[src/rtl/phy_pkg.sv]
// Package: constants and types for the PHY status and management block
//
// Operation
// [RQ1] The MAC changes the transmit error input only in step with the transmit clock the PHY supplies.
// [RQ2] The receive clock runs at 25 MHz at 100 Mb/s and at 2.5 MHz at 10 Mb/s.
// [RQ3] Collision goes high while a collision is seen and stays high for as long as it lasts.
// [RQ4] In full duplex the collision output stays low.
// [RQ5] In half duplex carrier sense is high while transmitting or receiving a packet.
// [RQ6] In full duplex carrier sense is high only while receiving.
// [RQ7] Carrier sense may rise at any time but falls only in step with the receive clock.
// [RQ8] While management is disabled, reads and writes on the management data line are ignored.
// [RQ9] The configuration straps set only the initial values; after reset the serial channel controls them. Code: straps rule while management is off.
// [RQ10] The station keeps the management clock at or below 8 MHz.
// [RQ11] The management data line is one shared serial line that station and PHY drive in turn.
// [RQ12] With interrupt enable bit 18.1 set, the PHY pulls the open-drain interrupt low on a status change.
// [RQ13] Reading register 19 releases the pending management interrupt.
// [RQ14] The reset pin is ORed with bit 0.15 and the reset cycle is stretched by about 258 us after release.
// [RQ15] Management frames use the clause 22 format, sampled on the rising management clock edge.
package phy_pkg;

   // Clocking
   localparam int CLK_HZ        = 50_000_000;
   localparam int RXCLK_FAST_HZ = 25_000_000;
   localparam int RXCLK_SLOW_HZ = 2_500_000;
   localparam logic [3:0] HALF_FAST = 4'(CLK_HZ / (2 * RXCLK_FAST_HZ));
   localparam logic [3:0] HALF_SLOW = 4'(CLK_HZ / (2 * RXCLK_SLOW_HZ));
   localparam int MDC_MAX_HZ    = 8_000_000;
   // Reset stretch, least time so rounded up
   localparam int RST_EXT_NS    = 258_000;
   localparam int RST_EXT_CYC   = (RST_EXT_NS * (CLK_HZ / 1_000_000) + 999) / 1000;

   // Serial management frame
   localparam logic [5:0] PREAMBLE_LEN = 6'h20;
   localparam logic [5:0] HDR_LAST     = 6'h0C;
   localparam logic [5:0] DATA_LAST    = 6'h0F;
   localparam logic [1:0] OP_READ      = 2'h2;
   localparam logic [1:0] OP_WRITE     = 2'h1;

   // Management register addresses and bits
   localparam logic [4:0] MREG_CTRL     = 5'h00;
   localparam logic [4:0] MREG_STAT     = 5'h01;
   localparam logic [4:0] MREG_IRQ_EN   = 5'h12;
   localparam logic [4:0] MREG_IRQ_STAT = 5'h13;
   localparam int CTRL_RST_BIT    = 15;
   localparam int CTRL_SPEED_BIT  = 13;
   localparam int CTRL_DUPLEX_BIT = 8;
   localparam int STAT_LINK_BIT   = 2;
   localparam int IRQ_EN_BIT      = 1;
   localparam int IRQ_PEND_BIT    = 2;

   // Bus register byte offsets
   localparam logic [3:0] BUS_STATUS   = 4'h0;
   localparam logic [3:0] BUS_CFG      = 4'h4;
   localparam logic [3:0] BUS_IRQ_STAT = 4'h8;
   localparam logic [3:0] BUS_IRQ_MASK = 4'hC;
   localparam int CFG_SWRST_BIT = 0;

   // Event bits, shared by status and mask
   localparam int EV_COL   = 0;
   localparam int EV_FRAME = 1;
   localparam int EV_LINK  = 2;
   localparam int EV_TXER  = 3;
   localparam int EV_RDONE = 4;
   localparam int EV_W     = 5;

   typedef struct packed {
      logic [3:0]  address;
      logic        read;
      logic        write;
      logic [31:0] writedata;
   } avs_req_t;

   typedef struct packed {
      logic [31:0] readdata;
      logic        waitrequest;
   } avs_rsp_t;

   // Pins from outside the clock domain
   typedef struct packed {
      logic mdc;
      logic mdio;
      logic mgmt_port_disable;
      logic rst_pin_n;
      logic tx_en;
      logic tx_er;
      logic rx_carrier;
      logic link_up;
      logic strap_speed100;
      logic strap_full_duplex;
   } pins_t;

   // Pins driven toward the MAC and station
   typedef struct packed {
      logic rx_clk;
      logic tx_clk;
      logic col;
      logic crs;
      logic mdio_o;
      logic mdio_oe;
      logic mgmt_irq_n_o;
      logic mgmt_irq_n_oe;
   } mii_out_t;

   typedef enum logic [1:0] {M_PRE, M_HDR, M_TA, M_DATA} mstate_t;

endpackage

[src/rtl/phy_mii_mgmt.sv]
// PHY side of the MII status pins and serial management channel
`timescale 1ns/100ps
`default_nettype none
module phy_mii_mgmt
   import phy_pkg::*;
#(
   parameter logic [4:0] PHY_ADDR       = 5'h00,
   parameter int         RST_EXT_CYCLES = phy_pkg::RST_EXT_CYC
) (
   // Clock and reset
   input  wire logic              clk_i,
   input  wire logic              arst_n_i,
   // Register bus
   input  wire phy_pkg::avs_req_t bus_i,
   output phy_pkg::avs_rsp_t      bus_o,
   output logic                   irq_o,
   // Pins from MAC, station and line
   input  wire phy_pkg::pins_t    pins_i,
   output phy_pkg::mii_out_t      mii_o
);
   import phy_pkg::*;

   localparam int RCW = $clog2(RST_EXT_CYCLES + 1);
   localparam logic [RCW-1:0] RST_LAST = RCW'(RST_EXT_CYCLES - 1);

   typedef struct packed {
      avs_rsp_t       rsp;
      mii_out_t       pins;
      logic           irq;
      logic [EV_W-1:0] ev_stat;
      logic [EV_W-1:0] ev_mask;
      logic           sw_reset;
      logic           rst_bit;
      logic           ireset;
      logic [RCW-1:0] rst_cnt;
      logic           speed100;
      logic           full_duplex;
      logic           irq_en;
      logic           pend;
      logic           link_q;
      logic           col_q;
      logic           mdc_q;
      logic [3:0]     div;
      mstate_t        ms;
      logic [5:0]     cnt;
      logic [15:0]    sh;
      logic           rd_ok;
      logic           wr_ok;
      logic [4:0]     reg_a;
   } st_t;

   st_t   st;
   st_t   next_st;
   pins_t pin_q;

   // All pins cross into the clock domain here
   pin_sync #(
      .W ($bits(pins_t))
   ) u_sync (
      .clk_i    (clk_i),
      .arst_n_i (arst_n_i),
      .d_i      (pins_i),
      .q_o      (pin_q)
   );

   // Read view of the management registers
   function automatic logic [15:0] mii_read(input st_t s, input logic [4:0] a);
      logic [15:0] v;
      v = '0;
      unique case (a)
         MREG_CTRL: begin
            v[CTRL_RST_BIT]    = s.ireset;
            v[CTRL_SPEED_BIT]  = s.speed100;
            v[CTRL_DUPLEX_BIT] = s.full_duplex;
         end
         MREG_STAT: begin
            v[STAT_LINK_BIT] = s.link_q;
         end
         MREG_IRQ_EN: begin
            v[IRQ_EN_BIT] = s.irq_en;
         end
         MREG_IRQ_STAT: begin
            v[IRQ_PEND_BIT] = s.pend;
         end
         default: begin
            v = '0;
         end
      endcase
      return v;
   endfunction

   always_comb begin
      logic [EV_W-1:0] ev;
      logic [3:0]      half;
      logic            rx_rise;
      logic            mdc_rise;
      logic            col_now;
      logic            crs_act;
      logic [12:0]     hdr;
      logic            ok;
      logic [15:0]     wd;
      ev       = '0;
      half     = HALF_SLOW;
      rx_rise  = 1'b0;
      mdc_rise = 1'b0;
      col_now  = 1'b0;
      crs_act  = 1'b0;
      hdr      = '0;
      ok       = 1'b0;
      wd       = '0;
      next_st  = st;

      // Reset pin ORed with the control bit; bit requests act once
      if (!pin_q.rst_pin_n || st.rst_bit || st.sw_reset) begin // [RQ14]
         next_st.ireset   = 1'b1;
         next_st.rst_cnt  = '0;
         next_st.rst_bit  = 1'b0;
         next_st.sw_reset = 1'b0;
      end else if (st.ireset) begin
         if (st.rst_cnt == RST_LAST) begin // [RQ14]
            next_st.ireset = 1'b0;
            ev[EV_RDONE]   = 1'b1;
         end else begin
            next_st.rst_cnt = st.rst_cnt + 1'b1;
         end
      end

      // Receive and transmit clock divider
      half = st.speed100 ? HALF_FAST : HALF_SLOW; // [RQ2]
      // At or past the limit, so a speed change mid-count
      // takes effect at once instead of wrapping the counter
      if (st.div >= half - 4'h1) begin
         next_st.div         = '0;
         next_st.pins.rx_clk = ~st.pins.rx_clk; // [RQ2]
         next_st.pins.tx_clk = ~st.pins.tx_clk;
         rx_rise             = ~st.pins.rx_clk;
      end else begin
         next_st.div = st.div + 4'h1;
      end

      // Collision: both directions busy, half duplex only
      col_now = ~st.full_duplex & pin_q.tx_en & pin_q.rx_carrier & ~st.ireset; // [RQ4]
      next_st.pins.col = col_now; // [RQ3]
      next_st.col_q    = col_now;
      ev[EV_COL]       = col_now & ~st.col_q;

      // Carrier sense rises at once, falls on a receive clock edge
      crs_act = pin_q.rx_carrier | (~st.full_duplex & pin_q.tx_en); // [RQ5] [RQ6]
      if (crs_act) begin
         next_st.pins.crs = 1'b1;
      end else if (rx_rise) begin
         next_st.pins.crs = 1'b0; // [RQ7]
      end

      // Transmit error seen while the MAC is sending
      ev[EV_TXER] = pin_q.tx_er & pin_q.tx_en; // [RQ1]

      // Line status change raises the management interrupt
      next_st.link_q = pin_q.link_up;
      if (pin_q.link_up != st.link_q) begin
         ev[EV_LINK] = 1'b1;
      end

      // Serial management frame, sampled on rising clock edges
      // Clock idles low and its edge flop resets low: no edge after reset
      next_st.mdc_q = pin_q.mdc;
      mdc_rise      = pin_q.mdc & ~st.mdc_q; // [RQ15]
      if (mdc_rise) begin
         unique case (st.ms)
            M_PRE: begin
               if (pin_q.mdio) begin
                  if (st.cnt != PREAMBLE_LEN) begin
                     next_st.cnt = st.cnt + 6'h01;
                  end
               end else if (st.cnt == PREAMBLE_LEN) begin // [RQ15]
                  next_st.ms  = M_HDR;
                  next_st.cnt = '0;
                  next_st.sh  = '0;
               end else begin
                  next_st.cnt = '0;
               end
            end
            M_HDR: begin
               next_st.sh = {st.sh[14:0], pin_q.mdio};
               if (st.cnt == HDR_LAST) begin
                  hdr = {st.sh[11:0], pin_q.mdio};
                  // Disabled port or foreign address stays silent
                  ok = hdr[12] & ~pin_q.mgmt_port_disable // [RQ8]
                     & (hdr[9:5] == PHY_ADDR) & ~st.ireset;
                  next_st.rd_ok = ok & (hdr[11:10] == OP_READ);
                  next_st.wr_ok = ok & (hdr[11:10] == OP_WRITE);
                  next_st.reg_a = hdr[4:0];
                  next_st.ms    = M_TA;
                  next_st.cnt   = '0;
                  if (ok && hdr[11:10] == OP_READ) begin
                     next_st.sh = mii_read(st, hdr[4:0]);
                     if (hdr[4:0] == MREG_IRQ_STAT) begin
                        next_st.pend = 1'b0; // [RQ13]
                     end
                  end
               end else begin
                  next_st.cnt = st.cnt + 6'h01;
               end
            end
            M_TA: begin
               if (st.cnt == '0) begin
                  // Second turnaround bit is driven low
                  if (st.rd_ok) begin
                     next_st.pins.mdio_oe = 1'b1; // [RQ11]
                     next_st.pins.mdio_o  = 1'b0;
                  end
                  next_st.cnt = 6'h01;
               end else begin
                  next_st.ms  = M_DATA;
                  next_st.cnt = '0;
                  if (st.rd_ok) begin
                     next_st.pins.mdio_o = st.sh[15];
                     next_st.sh          = {st.sh[14:0], 1'b0};
                  end
               end
            end
            M_DATA: begin
               if (st.rd_ok) begin
                  next_st.pins.mdio_o = st.sh[15];
                  next_st.sh          = {st.sh[14:0], 1'b0};
               end else begin
                  next_st.sh = {st.sh[14:0], pin_q.mdio};
               end
               if (st.cnt == DATA_LAST) begin
                  next_st.ms           = M_PRE;
                  next_st.cnt          = '0;
                  next_st.pins.mdio_oe = 1'b0; // [RQ11]
                  next_st.pins.mdio_o  = 1'b0;
                  ev[EV_FRAME]         = st.rd_ok | st.wr_ok;
                  wd = {st.sh[14:0], pin_q.mdio};
                  if (st.wr_ok) begin
                     unique case (st.reg_a)
                        MREG_CTRL: begin
                           next_st.rst_bit     = wd[CTRL_RST_BIT]; // [RQ14]
                           next_st.speed100    = wd[CTRL_SPEED_BIT]; // [RQ9]
                           next_st.full_duplex = wd[CTRL_DUPLEX_BIT];
                        end
                        MREG_IRQ_EN: begin
                           next_st.irq_en = wd[IRQ_EN_BIT];
                        end
                        default: begin
                           next_st.irq_en = st.irq_en;
                        end
                     endcase
                  end
               end else begin
                  next_st.cnt = st.cnt + 6'h01;
               end
            end
         endcase
      end

      // Straps rule during reset, and always while management is off
      if (st.ireset || pin_q.mgmt_port_disable) begin // [RQ9]
         next_st.speed100    = pin_q.strap_speed100;
         next_st.full_duplex = pin_q.strap_full_duplex;
      end
      if (st.ireset) begin
         next_st.irq_en = 1'b0;
         next_st.pend   = 1'b0;
      end else if (ev[EV_LINK]) begin
         next_st.pend = 1'b1; // set beats the register 19 read
      end

      // Open drain: only the enable moves, level stays low
      next_st.pins.mgmt_irq_n_o  = 1'b0;
      next_st.pins.mgmt_irq_n_oe = next_st.pend & next_st.irq_en; // [RQ12]

      // Bus slave: one wait cycle, then the access completes
      if (st.rsp.waitrequest) begin
         if (bus_i.read || bus_i.write) begin
            next_st.rsp.waitrequest = 1'b0;
            next_st.rsp.readdata    = '0;
            if (bus_i.read) begin
               unique case (bus_i.address)
                  BUS_STATUS: begin
                     next_st.rsp.readdata = 32'({st.pend, pin_q.mgmt_port_disable, st.ireset, st.link_q,
                                                 st.full_duplex, st.speed100, st.pins.crs, st.pins.col});
                  end
                  BUS_CFG: begin
                     next_st.rsp.readdata[CFG_SWRST_BIT] = st.sw_reset;
                  end
                  BUS_IRQ_STAT: begin
                     next_st.rsp.readdata = 32'(st.ev_stat);
                  end
                  BUS_IRQ_MASK: begin
                     next_st.rsp.readdata = 32'(st.ev_mask);
                  end
                  default: begin
                     next_st.rsp.readdata = '0;
                  end
               endcase
            end
         end
      end else begin
         next_st.rsp.waitrequest = 1'b1;
         if (bus_i.write) begin
            unique case (bus_i.address)
               BUS_CFG: begin
                  next_st.sw_reset = bus_i.writedata[CFG_SWRST_BIT];
               end
               BUS_IRQ_STAT: begin
                  next_st.ev_stat = st.ev_stat & ~bus_i.writedata[EV_W-1:0];
               end
               BUS_IRQ_MASK: begin
                  next_st.ev_mask = bus_i.writedata[EV_W-1:0];
               end
               default: begin
                  next_st.ev_mask = st.ev_mask;
               end
            endcase
         end
      end

      // New events after the clear, so a set is never lost
      next_st.ev_stat = next_st.ev_stat | ev;
      next_st.irq     = |(next_st.ev_stat & next_st.ev_mask);
   end

   always_ff @(posedge clk_i or negedge arst_n_i) begin
      if (!arst_n_i) begin
         st                 <= '0;
         st.rsp.waitrequest <= 1'b1;
         st.ireset          <= 1'b1;
      end else begin
         st <= next_st;
      end
   end

   // Outputs straight from the state register
   assign bus_o = st.rsp;
   assign irq_o = st.irq;
   assign mii_o = st.pins;
endmodule
`default_nettype wire

[src/rtl/pin_sync.sv]
// Two-stage synchroniser for a bundle of pin inputs
`timescale 1ns/100ps
`default_nettype none
module pin_sync #(
   parameter int W = 1
) (
   // Clock and reset
   input  wire logic         clk_i,
   input  wire logic         arst_n_i,
   // Data
   input  wire logic [W-1:0] d_i,
   output logic      [W-1:0] q_o
);
   typedef struct packed {
      logic [W-1:0] meta;
      logic [W-1:0] q;
   } sync_t;

   sync_t st;
   sync_t next_st;

   // First stage feeds only the second
   always_comb begin
      next_st      = st;
      next_st.meta = d_i;
      next_st.q    = st.meta;
   end

   always_ff @(posedge clk_i or negedge arst_n_i) begin
      if (!arst_n_i) begin
         st <= '0;
      end else begin
         st <= next_st;
      end
   end

   assign q_o = st.q;
endmodule
`default_nettype wire

[config.mk]
export PLATFORM = sky130hd
export DESIGN_NAME = phy_mii_mgmt
export DESIGN_NICKNAME = d
export VERILOG_FILES = /design/src/rtl/phy_pkg.sv /design/src/rtl/phy_mii_mgmt.sv /design/src/rtl/pin_sync.sv
export SDC_FILE = /design/constraint.sdc
export NUM_CORES = 1
export LEC_CHECK = 0
export ABC_AREA = 1
export BUFFER_PORTS_ARGS = -buffer_cell sky130_fd_sc_hd__buf_2
export CELL_PAD_IN_SITES_DETAIL_PLACEMENT = 1
export CELL_PAD_IN_SITES_GLOBAL_PLACEMENT = 1
export CORE_MARGIN = 5
export CORE_UTILIZATION = 42
export CTS_CLUSTER_DIAMETER = 150
export DETAILED_ROUTE_END_ITERATION = 16
export GPL_ROUTABILITY_DRIVEN = 0
export HOLD_SLACK_MARGIN = 0.03
export PLACE_DENSITY = 0.86
export SETUP_SLACK_MARGIN = 0.5
export SLEW_MARGIN = 15
export SYNTH_ARGS = -nofsm -noshare
export SYNTH_HDL_FRONTEND = slang
export SYNTH_SLANG_ARGS = --single-unit
export TNS_END_PERCENT = 50
[constraint.sdc]
create_clock -name clk_i -period 1.8 [get_ports clk_i]
set_input_delay 0.09 -clock clk_i [delete_from_list [all_inputs] [get_ports clk_i]]
set_output_delay 0.09 -clock clk_i [all_outputs]
set_load 0.005 [all_outputs]
==> impl_results.md, run 1 <==
* Largest net degree at the start of global routing at approximately 110
* Core area at about 0.012 mm2
* Hpwl dp at just over 10 mm
* Total congestion overflow at 0
* Die area at about 0.015 mm2
* Clock Sinks at ~110
* DR top layer: met4
* Antenna Cells at 0
* Power density cells at between 800 and 900 mW/mm2
* Syn_area_per_cell at a little over 8 um2
* Clock transition at path regs at 80 ps
* Synth Flop Type: dfrtp_1
* Final Hold Fails at 0
* Root buffer cell: clkbuf_16
* Worst Path Max Fanout at 6
* Share of layout cells above drive strength 1 at 30.0%
* Antenna viol nets, final at 0
* Req. time, crit path at around 2000 ps
* Final period util at a little over nine tenths
* Clock buffer depth at 2
* CTS Buf Count at 9
* Startpoint types: register
* Post-synth top area cell: dfrtp_1
* Worst VDD drop at roughly 0.76 mV
* M1 wire length at 7.12 mm
* Worst-skew pair later-pin latency at roughly 370 ps
* Antenna violations before repair at 0
* Die X at 122 um
* I/O Buffers at 39
* Num rows at 40
* Crit end category: register
* DIE HEIGHT at about 120 um
* Peak Freq at about 0.57 GHz
* Yosys reg bits at 105
* Post-synth EDFFs at 0
* Setup violations, final at 0
* Vias per cell at ~5.5
* Layout area overhead at 32.3%
* Minimum clock period at about 1800 ps
* Leak at ~3.3 nW
* Syn Std Cell Area at about 0.0053 mm2
* Filler instances at 1406
* Gr usage total at about a quarter
* Max Clock Skew at between 15 and 20 ps
* Async SR Flop Fraction at 100%
* Placed cell areas at ~0.0056 mm2
* Drt pass-1 iters at 5
* Top cells by area, synth: dfrtp_1 49%, nand2_1 13%, buf_4 5.9%
* Synth top cells by count: 178 x nand2_1, 103 x dfrtp_1, 69 x inv_1
* Layout Nets at approximately 800
* Initial DRC count at 470
* DRC at 0
* Most numerous cell in the Yosys netlist: nand2_1
* Via count at roughly 5000
* DRT Wirelength at 19.3 mm
* Final Cell Area at 0.00695 mm2
* Warnings, synthesis at 0
* Arrival @ worst endpoint at about 2000 ps
* Post-route setup TNS at 0 ps
* Outcome: complete, no violations
* CTS tree: built
* Initial Util at 43.3%
* WL met2 at 10.2 mm
* Number of max-cap violations at 0
* Final Max Tran Viols at 0
* Post-synth cell types at 36
* Top cell type's share of synthesized area at 49.1%
* First-pass GRT wire length at roughly 27 mm
* Unrepaired setup endpoints after global routing: true
* Vias in the first global route at 5201
* Met3 routed WL at ~990 um
* Routed WL per cell at between 20 and 25 um
* Syn Inst Count at 637
* H-tree depth at 3
* Slew headroom at 58.7%
* Ports at 92
* Hold WC Path Type: primary input to register
* Sequential element share of the synthesized area at ~50%
* Setup CP Type: register to register
* Slew @ Worst Pin at about 620 ps
## metal layers
metal / GRT usage [%] / up-vias
li1: - / 2171
met1: 26.8 / 2556
met2: 42.3 / 215
met3: 5.20 / 68
met4: 9.66 / 0
met5: 0 / -
## report_power, final
part           switching [mW]  internal [mW]
Clock                   0.923           1.40
Combinational           0.482          0.333
Sequential              0.158           2.52
## layout make-up
type | instances | area [um2] | share of cell area, %
multi-input cells | 438 | 2610 | 37.5
inverters | 71 | 287 | 4.13
flip-flops and latches | 105 | 2640 | 38.0
well taps | 168 | 210 | 3.03
clock buffers | 11 | 243 | 3.49
clock inverters | 5 | 103 | 1.48
repair buffers | 109 | 860 | 12.4
## state kept, by name (all words and copies together) (netlist names)
signal and cells:
st 69, u_sync.next_st 10, u_sync.q_o 10, bus_o 9, mii_o 6, irq_o 1
## path summary, 6_finish.rpt
kind | start | end | slack, ps | depth (start not counted)
worst min-delay path | bus_i[2] | st[61] | 70 | 3
min in group asynchronous | arst_n_i | st[22] | 350 | 3
worst max-delay path | st[30] | mii_o[3] | 40 | 8
max in group asynchronous | arst_n_i | st[26] | 1000 | 3
worst min register to register | u_sync.next_st[8] | u_sync.q_o[8] | 350 | 0
worst max register to register | st[30] | mii_o[3] | 40 | 8
## kinds of logic (layout without fill, tap and decap cells)
kind of cell | after synthesis | after routing | share of synthesized area (%)
other | 1 | 25 | 0.0714
buffers and inverters | 118 | 196 | 11.6
and+or+nand+nor | 324 | 324 | 27.1
adders and majority gates | 10 | 10 | 2.38
xor gates and xnor gates | 7 | 7 | 1.17
AOI/OAI and AO/OA | 72 | 72 | 7.53
DFF | 105 | 105 | 50.1
## worst max-delay path, cell delays in order, from the launching register on
cell     delay (ps)
dfrtp_1         430
buf_4           160
ha_4            180
nor2_1          250
inv_1           140
nand3_1         110
o21ai_0         130
nand3_1         120
o21ai_0         100
## timing repair
| action | 4_1_cts | 5_1_grt |
|---|---|---|
| pin swaps | 21 | 18 |
| hold buffers | 17 | 0 |
| gates cloned | 0 | 1 |
| buffers inserted | 22 | 16 |
| hold endpoints to repair | 116 | 0 |
| endpoints found under the setup margin | 68 | 77 |
| gates resized for setup | 74 | 75 |
## metrics by stage
stage,utilization [%],cells,setup WS (ps),hold WS (ps),power [mW]
after floorplan,-,661,299,-206,3.07
after global placement,46.0,835,134,199,3.19
after detailed placement,46.0,835,-12.2,199,3.25
after CTS,54.0,890,160,30.9,5.70
after global routing,57.3,907,-3.13,76.8,6.01
final,57.3,907,43.4,73.9,5.81
## layout by cell type (no fill, tap or decap), drive strengths merged, types with 14 or more instances in the layout
master       count
nand2          180
dfrtp          103
buf             92
inv             71
nor2            66
nand3           48
o21ai           47
conb            25
dlygate4sd3     17
nand4           14
No activity file was read; power rests on OpenSTA's default activity.
==> run 2: changes to the inputs <==
Settings changed: PLACE_DENSITY 0.86 to default, PLACE_DENSITY_LB_ADDON from default to 0.1.
==> run 2 against run 1 <==
Against the previous run:
- wire length is 22% lower
- largest power group unchanged
- global-route usage is 2.7 points lower
- largest cell class unchanged
- highest routed layer unchanged
- sequential power hardly changed
- register-to-register slack better by 160 ps
- final cell count is 0.55% higher
- sequential cell count stayed put
- critical path depth is 2 higher
- via count is 8.8% lower
- combinational power is 3.9% lower
- clock-buffer cell count is 2 lower
- die area stayed put
==> impl_results.md, run 2 (synthesis results as in run 1) <==
* Final Hold Fails at 0 (unchanged)
* Die X at 122 um (unchanged)
* Clock Sinks at 105 (unchanged)
* Top reg by flops: st (unchanged)
* Worst VDD drop at 0.695 mV (was 0.756 mV)
* CTS tree: built (unchanged)
* Final Cell Area at 0.00687 mm2 (was 0.00695 mm2)
* Largest net degree at the start of global routing at 40 (was 106)
* Antenna viol nets, final at 0 (unchanged)
* R2R Setup Slk at 210 ps (was 40 ps)
* DRT Wirelength at 15.1 mm (was 19.3 mm)
* Vias per cell at 5.01 (was 5.52)
* Arrival @ worst endpoint at 1830 ps (was 1980 ps)
* Startpoint types: register (unchanged)
* Num rows at 40 (unchanged)
* Worst setup path start: st[24] (was st[30])
* Hpwl dp at 10.1 mm (about the same)
* Share of layout cells above drive strength 1 at 30.8% (was 30.0%)
* Initial Util at 43.3% (unchanged)
* Pre-CTS setup slack at 51.9 ps (was -12.2 ps)
* Layout area overhead at 30.8% (was 32.3%)
* Via count at 4567 (was 5010)
* Placed cells at 843 (was 835)
* Minimum clock period at 1590 ps (was 1760 ps)
* Hold WC Path Type: primary input to register (unchanged)
* Slew @ Worst Pin at 555 ps (was 617 ps)
* FF-to-FF Start: st[24] (was st[30])
* Placed cell areas at 0.00565 mm2 (was 0.00557 mm2)
* Flip-flop and latch area at 0.00263 mm2 (was 0.00264 mm2)
* Worst-case reg-to-reg path depth at 10 (was 8)
* I/O Buffers at 39 (unchanged)
* Setup violations, final at 0 (unchanged)
* Final period util at 88.5% (was 97.6%)
* Final Max Tran Viols at 0 (unchanged)
* DIE HEIGHT at 122 um (unchanged)
* Setup CP Type: register to register (unchanged)
* Leak at 3.26 nW (was 3.28 nW)
* Gr usage total at 20.8% (was 23.5%)
* Worst-skew pair later-pin latency at 360 ps (was 370 ps)
* Clock transition at path regs at 70 ps (was 80 ps)
* Drt pass-1 iters at 4 (was 5)
* Unrepaired setup endpoints after global routing: true (unchanged)
* Outcome: complete, no violations (unchanged)
* Crit path to: st[24] (was mii_o[3])
* CTS Buf Count at 9 (unchanged)
* Power density cells at 814 mW/mm2 (was 837 mW/mm2)
* Core area at 0.0121 mm2 (unchanged)
* Setup slack after layout at 208 ps (was 43.4 ps)
* Most common cell after layout, fill and taps aside: nand2_1 (unchanged)
* Die area at 0.0148 mm2 (unchanged)
* Max Clock Skew at 10.4 ps (was 15.8 ps)
* Clock buffer depth at 2 (unchanged)
* Initial DRC count at 174 (was 470)
* Total congestion overflow at 0 (unchanged)
* Largest register FFs at 69 (unchanged)
* Vias in the first global route at 4864 (was 5201)
* Antenna Cells at 0 (unchanged)
* First-pass GRT wire length at 24.2 mm (was 26.9 mm)
* Req. time, crit path at 2040 ps (was 2030 ps)
* Post-route setup TNS at 0 ps (unchanged)
* Worst r2r dst: st[24] (was mii_o[3])
* Filler instances at 1460 (was 1406)
* Root buffer cell: clkbuf_16 (unchanged)
* Area of the multi-input gates at 0.00255 mm2 (was 0.00261 mm2)
* Commonest non-fill, non-tap cells in the layout: 156 x nand2_1, 100 x dfrtp_1, 54 x inv_1 (was 151 x nand2_1, 98 x dfrtp_1, 54 x inv_1)
* Number of max-cap violations at 0 (unchanged)
* Antenna violations before repair at 0 (unchanged)
* DRC at 0 (unchanged)
* Routed WL per cell at 16.6 um (was 21.2 um)
* H-tree depth at 3 (unchanged)
* Layout Nets at 799 (was 794)
* Worst Path Max Fanout at 5 (was 6)
* Slew headroom at 63.0% (was 58.7%)
* Tot Pwr at 5.59 mW (was 5.81 mW)
* Peak Freq at 0.628 GHz (was 0.569 GHz)
* Layout Cells excl Fill at 912 (was 907)
* Crit end category: register (unchanged)
* Ports at 92 (unchanged)
## run 2: report_power, final
part	total [mW]	internal, mW	switching [mW]
Clock	2.16	1.22	0.933
Sequential	2.65	2.52	0.133
Combinational	0.782	0.346	0.436
Total	5.59	4.09	1.50
## run 2: metrics by stage
| stage | hold slack [ps] | util (%) |
|---|---|---|
| after CTS | 32.4 | 55.1 |
| after detailed placement | 116 | 46.7 |
| after global routing | 50.5 | 56.7 |
| final | 36.0 | 56.7 |
| after global placement | 114 | 46.7 |
| after floorplan | -206 | - |
## run 2: area by class of cell
| cell class | count | share of cell area [%] |
|---|---|---|
| clock inverter | 7 | 1.37 |
| inverter | 71 | 3.95 |
| clock buffer | 9 | 3.28 |
| tap | 168 | 3.06 |
| sequential | 105 | 38.3 |
| timing repair buffer | 113 | 12.7 |
| multi-input combinational | 438 | 37.1 |
| timing repair inverter | 1 | 0.109 |
## run 2: worst max-delay path: stages (launching register included)
cell and delay (ps):
dfrtp_1 420, inv_2 100, ha_4 170, nand4_1 180, buf_4 210, nand2_4 80
nand2_4 60, nand2_2 60, nand2_2 70, nand3_2 60, o21ai_1 60
## run 2: worst min path at each step
stage               startpoint       end  slack [ps]  cells after the start
finish                bus_i[3]    st[62]          40                      3
global route         bus_i[35]    st[58]          50                      4
CTS                   bus_i[3]    st[62]          30                      3
detailed placement    arst_n_i    st[27]         120                      1
global placement      arst_n_i    st[28]         110                      1
floorplan             arst_n_i  bus_o[1]        -210                      0
## run 2: layer usage
| layer | GRT usage [%] | part of all wire (%) |
|---|---|---|
| met1 | 26.8 | 45 |
| met3 | 3.25 | 3.3 |
| met5 | 0 | 0 |
| met4 | 7.00 | 2.2 |
| met2 | 35.6 | 50 |
## run 2: what timing repair did
item                                    CTS  global route
pin swaps                                17            15
setup buffers                            28            11
resized for setup                        95            31
endpoints found under the setup margin   70            68
hold buffers                             13             0
endpoints found under the hold margin    48             0
cloned                                    1             0
==> run 3: changes to the inputs <==
Settings changed: HOLD_SLACK_MARGIN 0.03 to 0.08.
==> run 3 against run 2 <==
Against the previous run:
- clock-buffer cell count unchanged
- maximum frequency decreased by 0.59%
- critical path depth stayed put
- design area rose by 1.0%
- highest routed layer unchanged
- clock skew increased by 0.93 ps
- sequential power about the same
- final cell count rose by 0.66%
- first-iteration DRC count up 27%
- critical endpoint is now st[27]
==> impl_results.md, run 3 (synthesis results as in run 1) <==
* Outcome: complete, no violations (unchanged)
* P_sw at 1.52 mW (was 1.50 mW)
* Largest net degree at the start of global routing at 40 (unchanged)
* Worst-skew pair later-pin latency at 360 ps (about the same)
* Fin util at 57.3% (was 56.7%)
* Initial Util at 43.3% (unchanged)
* R2R Setup Slk at 200 ps (was 210 ps)
* Peak Freq at 0.624 GHz (was 0.628 GHz)
* Hpwl dp at 10.1 mm (unchanged)
* Slew headroom at 63.4% (was 63.0%)
* Unrepaired setup endpoints after global routing: true (unchanged)
* CTS tree: built (unchanged)
* Final period util at 89.0% (was 88.5%)
* Ports at 92 (unchanged)
* Placed cells at 843 (unchanged)
* Worst Path Max Fanout at 5 (unchanged)
* Slowest cell on the critical path: dfrtp_1 (unchanged)
* Gr usage total at 20.9% (was 20.8%)
* Layout Cells excl Fill at 918 (was 912)
* Vias in the first global route at 4884 (was 4864)
* Crit path max-delay family: simple AND/OR/NAND/NOR gates (unchanged)
* Die X at 122 um (unchanged)
* Power share of the combinational group at 14.2% (was 14.0%)
* Antenna viol nets, final at 0 (unchanged)
* DRT Wirelength at 15.3 mm (was 15.1 mm)
* Setup CP Type: register to register (unchanged)
* Worst path max stage delay at 420 ps (about the same)
* Tot Pwr at 5.62 mW (was 5.59 mW)
* Vias per cell at 5.02 (was 5.01)
* Power density cells at 811 mW/mm2 (was 814 mW/mm2)
* I/O Buffers at 39 (unchanged)
* Worst-case reg-to-reg path depth at 10 (unchanged)
* Arrival @ worst endpoint at 1870 ps (was 1830 ps)
* Die area at 0.0148 mm2 (unchanged)
* Share of layout cells above drive strength 1 at 30.5% (was 30.8%)
* Antenna Cells at 0 (unchanged)
* Most common cell after layout, fill and taps aside: nand2_1 (unchanged)
* Worst path cell trace: inv_2, ha_4, nand2_2, nor2_2, nand2_1, nand2_4, inv_2, nand2_2, nor2_1, nor3b_1 (was inv_2, ha_4, nand4_1, buf_4, nand2_4, nand2_4, nand2_2, nand2_2, nand3_2, o21ai_1)
* Clock buffer depth at 2 (unchanged)
* Startpoint types: register (unchanged)
* DRC at 0 (unchanged)
* Minimum clock period at 1600 ps (was 1590 ps)
* Req. time, crit path at 2070 ps (was 2040 ps)
* Worst r2r dst: st[27] (was st[24])
* Hold WC Path Type: primary input to register (unchanged)
* Power Internal at 4.10 mW (was 4.09 mW)
* DIE HEIGHT at 122 um (unchanged)
* Setup violations, final at 0 (unchanged)
* Final Hold Fails at 0 (unchanged)
* Min-Delay Path Depth at 3 (unchanged)
* Via count at 4610 (was 4567)
* Number of max-cap violations at 0 (unchanged)
* Core area at 0.0121 mm2 (unchanged)
* Switching share of power at 27.1% (was 26.9%)
* Top reg by flops: st (unchanged)
* Clock transition at path regs at 80 ps (was 70 ps)
* CTS Buf Count at 9 (unchanged)
* Hold_sp: bus_i[36] (was bus_i[3])
* Final Max Tran Viols at 0 (unchanged)
* Largest register FFs at 69 (unchanged)
* Crit end category: register (unchanged)
* Sequential share of power at 47.2% (was 47.4%)
* Worst VDD drop at 0.661 mV (was 0.695 mV)
* Total congestion overflow at 0 (unchanged)
* Layout area overhead at 32.1% (was 30.8%)
* Post-route setup TNS at 0 ps (unchanged)
* Leak at 3.28 nW (was 3.26 nW)
* Endpoint, Worst Hold: st[58] (was st[62])
* Commonest non-fill, non-tap cells in the layout: 153 x nand2_1, 101 x dfrtp_1, 53 x inv_1 (was 156 x nand2_1, 100 x dfrtp_1, 54 x inv_1)
* Buf/Inv on CP at 2 (unchanged)
* Root buffer cell: clkbuf_16 (unchanged)
* H-tree depth at 3 (unchanged)
* First-pass GRT wire length at 24.3 mm (was 24.2 mm)
* Antenna violations before repair at 0 (unchanged)
* Num rows at 40 (unchanged)
* Drt pass-1 iters at 4 (unchanged)
* Clk network pwr share at 38.6% (about the same)
* Initial DRC count at 221 (was 174)
* Layout Nets at 805 (was 799)
* Routed WL per cell at 16.6 um (about the same)
* FF-to-FF Start: st[24] (unchanged)
* Slew @ Worst Pin at 549 ps (was 555 ps)
* Clock Sinks at 105 (unchanged)
* Max Clock Skew at 11.4 ps (was 10.4 ps)
## run 3: power groups by stage
stage | Clock, mW | Combinational (mW) | Sequential (mW)
final | 2.17 | 0.799 | 2.65
after global routing | 2.31 | 0.907 | 2.68
after CTS | 2.18 | 0.772 | 2.65
after detailed placement | 0 | 0.576 | 2.69
after global placement | 0 | 0.540 | 2.67
after floorplan | 0 | 0.415 | 2.65
## run 3: timing repair
item                       CTS  global route
buffers inserted            28            10
setup endpoints to repair   70            68
gates cloned                 1             0
hold endpoints to repair    52             0
gates resized for setup     95            38
pin swaps                   17            15
hold buffers                20             0
## run 3: worst max-delay path by stage
stage,startpoint,to,slack (ps),depth (start not counted)
after floorplan,st[29],st[11],300,10
after global placement,st[29],st[17],140,7
after detailed placement,st[41],st[32],50,6
after CTS,st[30],st[17],220,10
after global routing,st[25],mii_o[0],90,8
final,st[24],st[27],200,10
## run 3: metal layers
layer | GRT usage, % | wire (um) | vias to the layer above
met4 | 7.00 | 282 | 0
met1 | 26.8 | 6710 | 2296
li1 | - | - | 2192
met5 | 0 | 0 | -
met2 | 36.2 | 7730 | 99
met3 | 3.25 | 531 | 23
## run 3: through the flow
step | hold WS (ps) | setup WS [ps] | area, um2
after floorplan | -206 | 299 | 5380
after global placement | 114 | 136 | 5650
after detailed placement | 116 | 51.9 | 5650
after CTS | 109 | 216 | 6740
after global routing | 105 | 90.1 | 6940
final | 116 | 198 | 6940
## run 3: worst reg2reg max path, delay by kind of cell (launching register included)
family / cells / cell delay [ps]
DFF: 1 / 420
buffers and inverters: 2 / 190
and+or+nand+nor: 7 / 730
adders and majority gates: 1 / 170
## run 3: area by class of cell
type	count	area (um2)
inverter	71	277
clock inverter	7	93.8
multi-input combinational	438	2560
tap	168	210
timing repair inverter	1	7.51
clock buffer	9	225
sequential	105	2630
timing repair buffer	119	932
fill	1449	5170
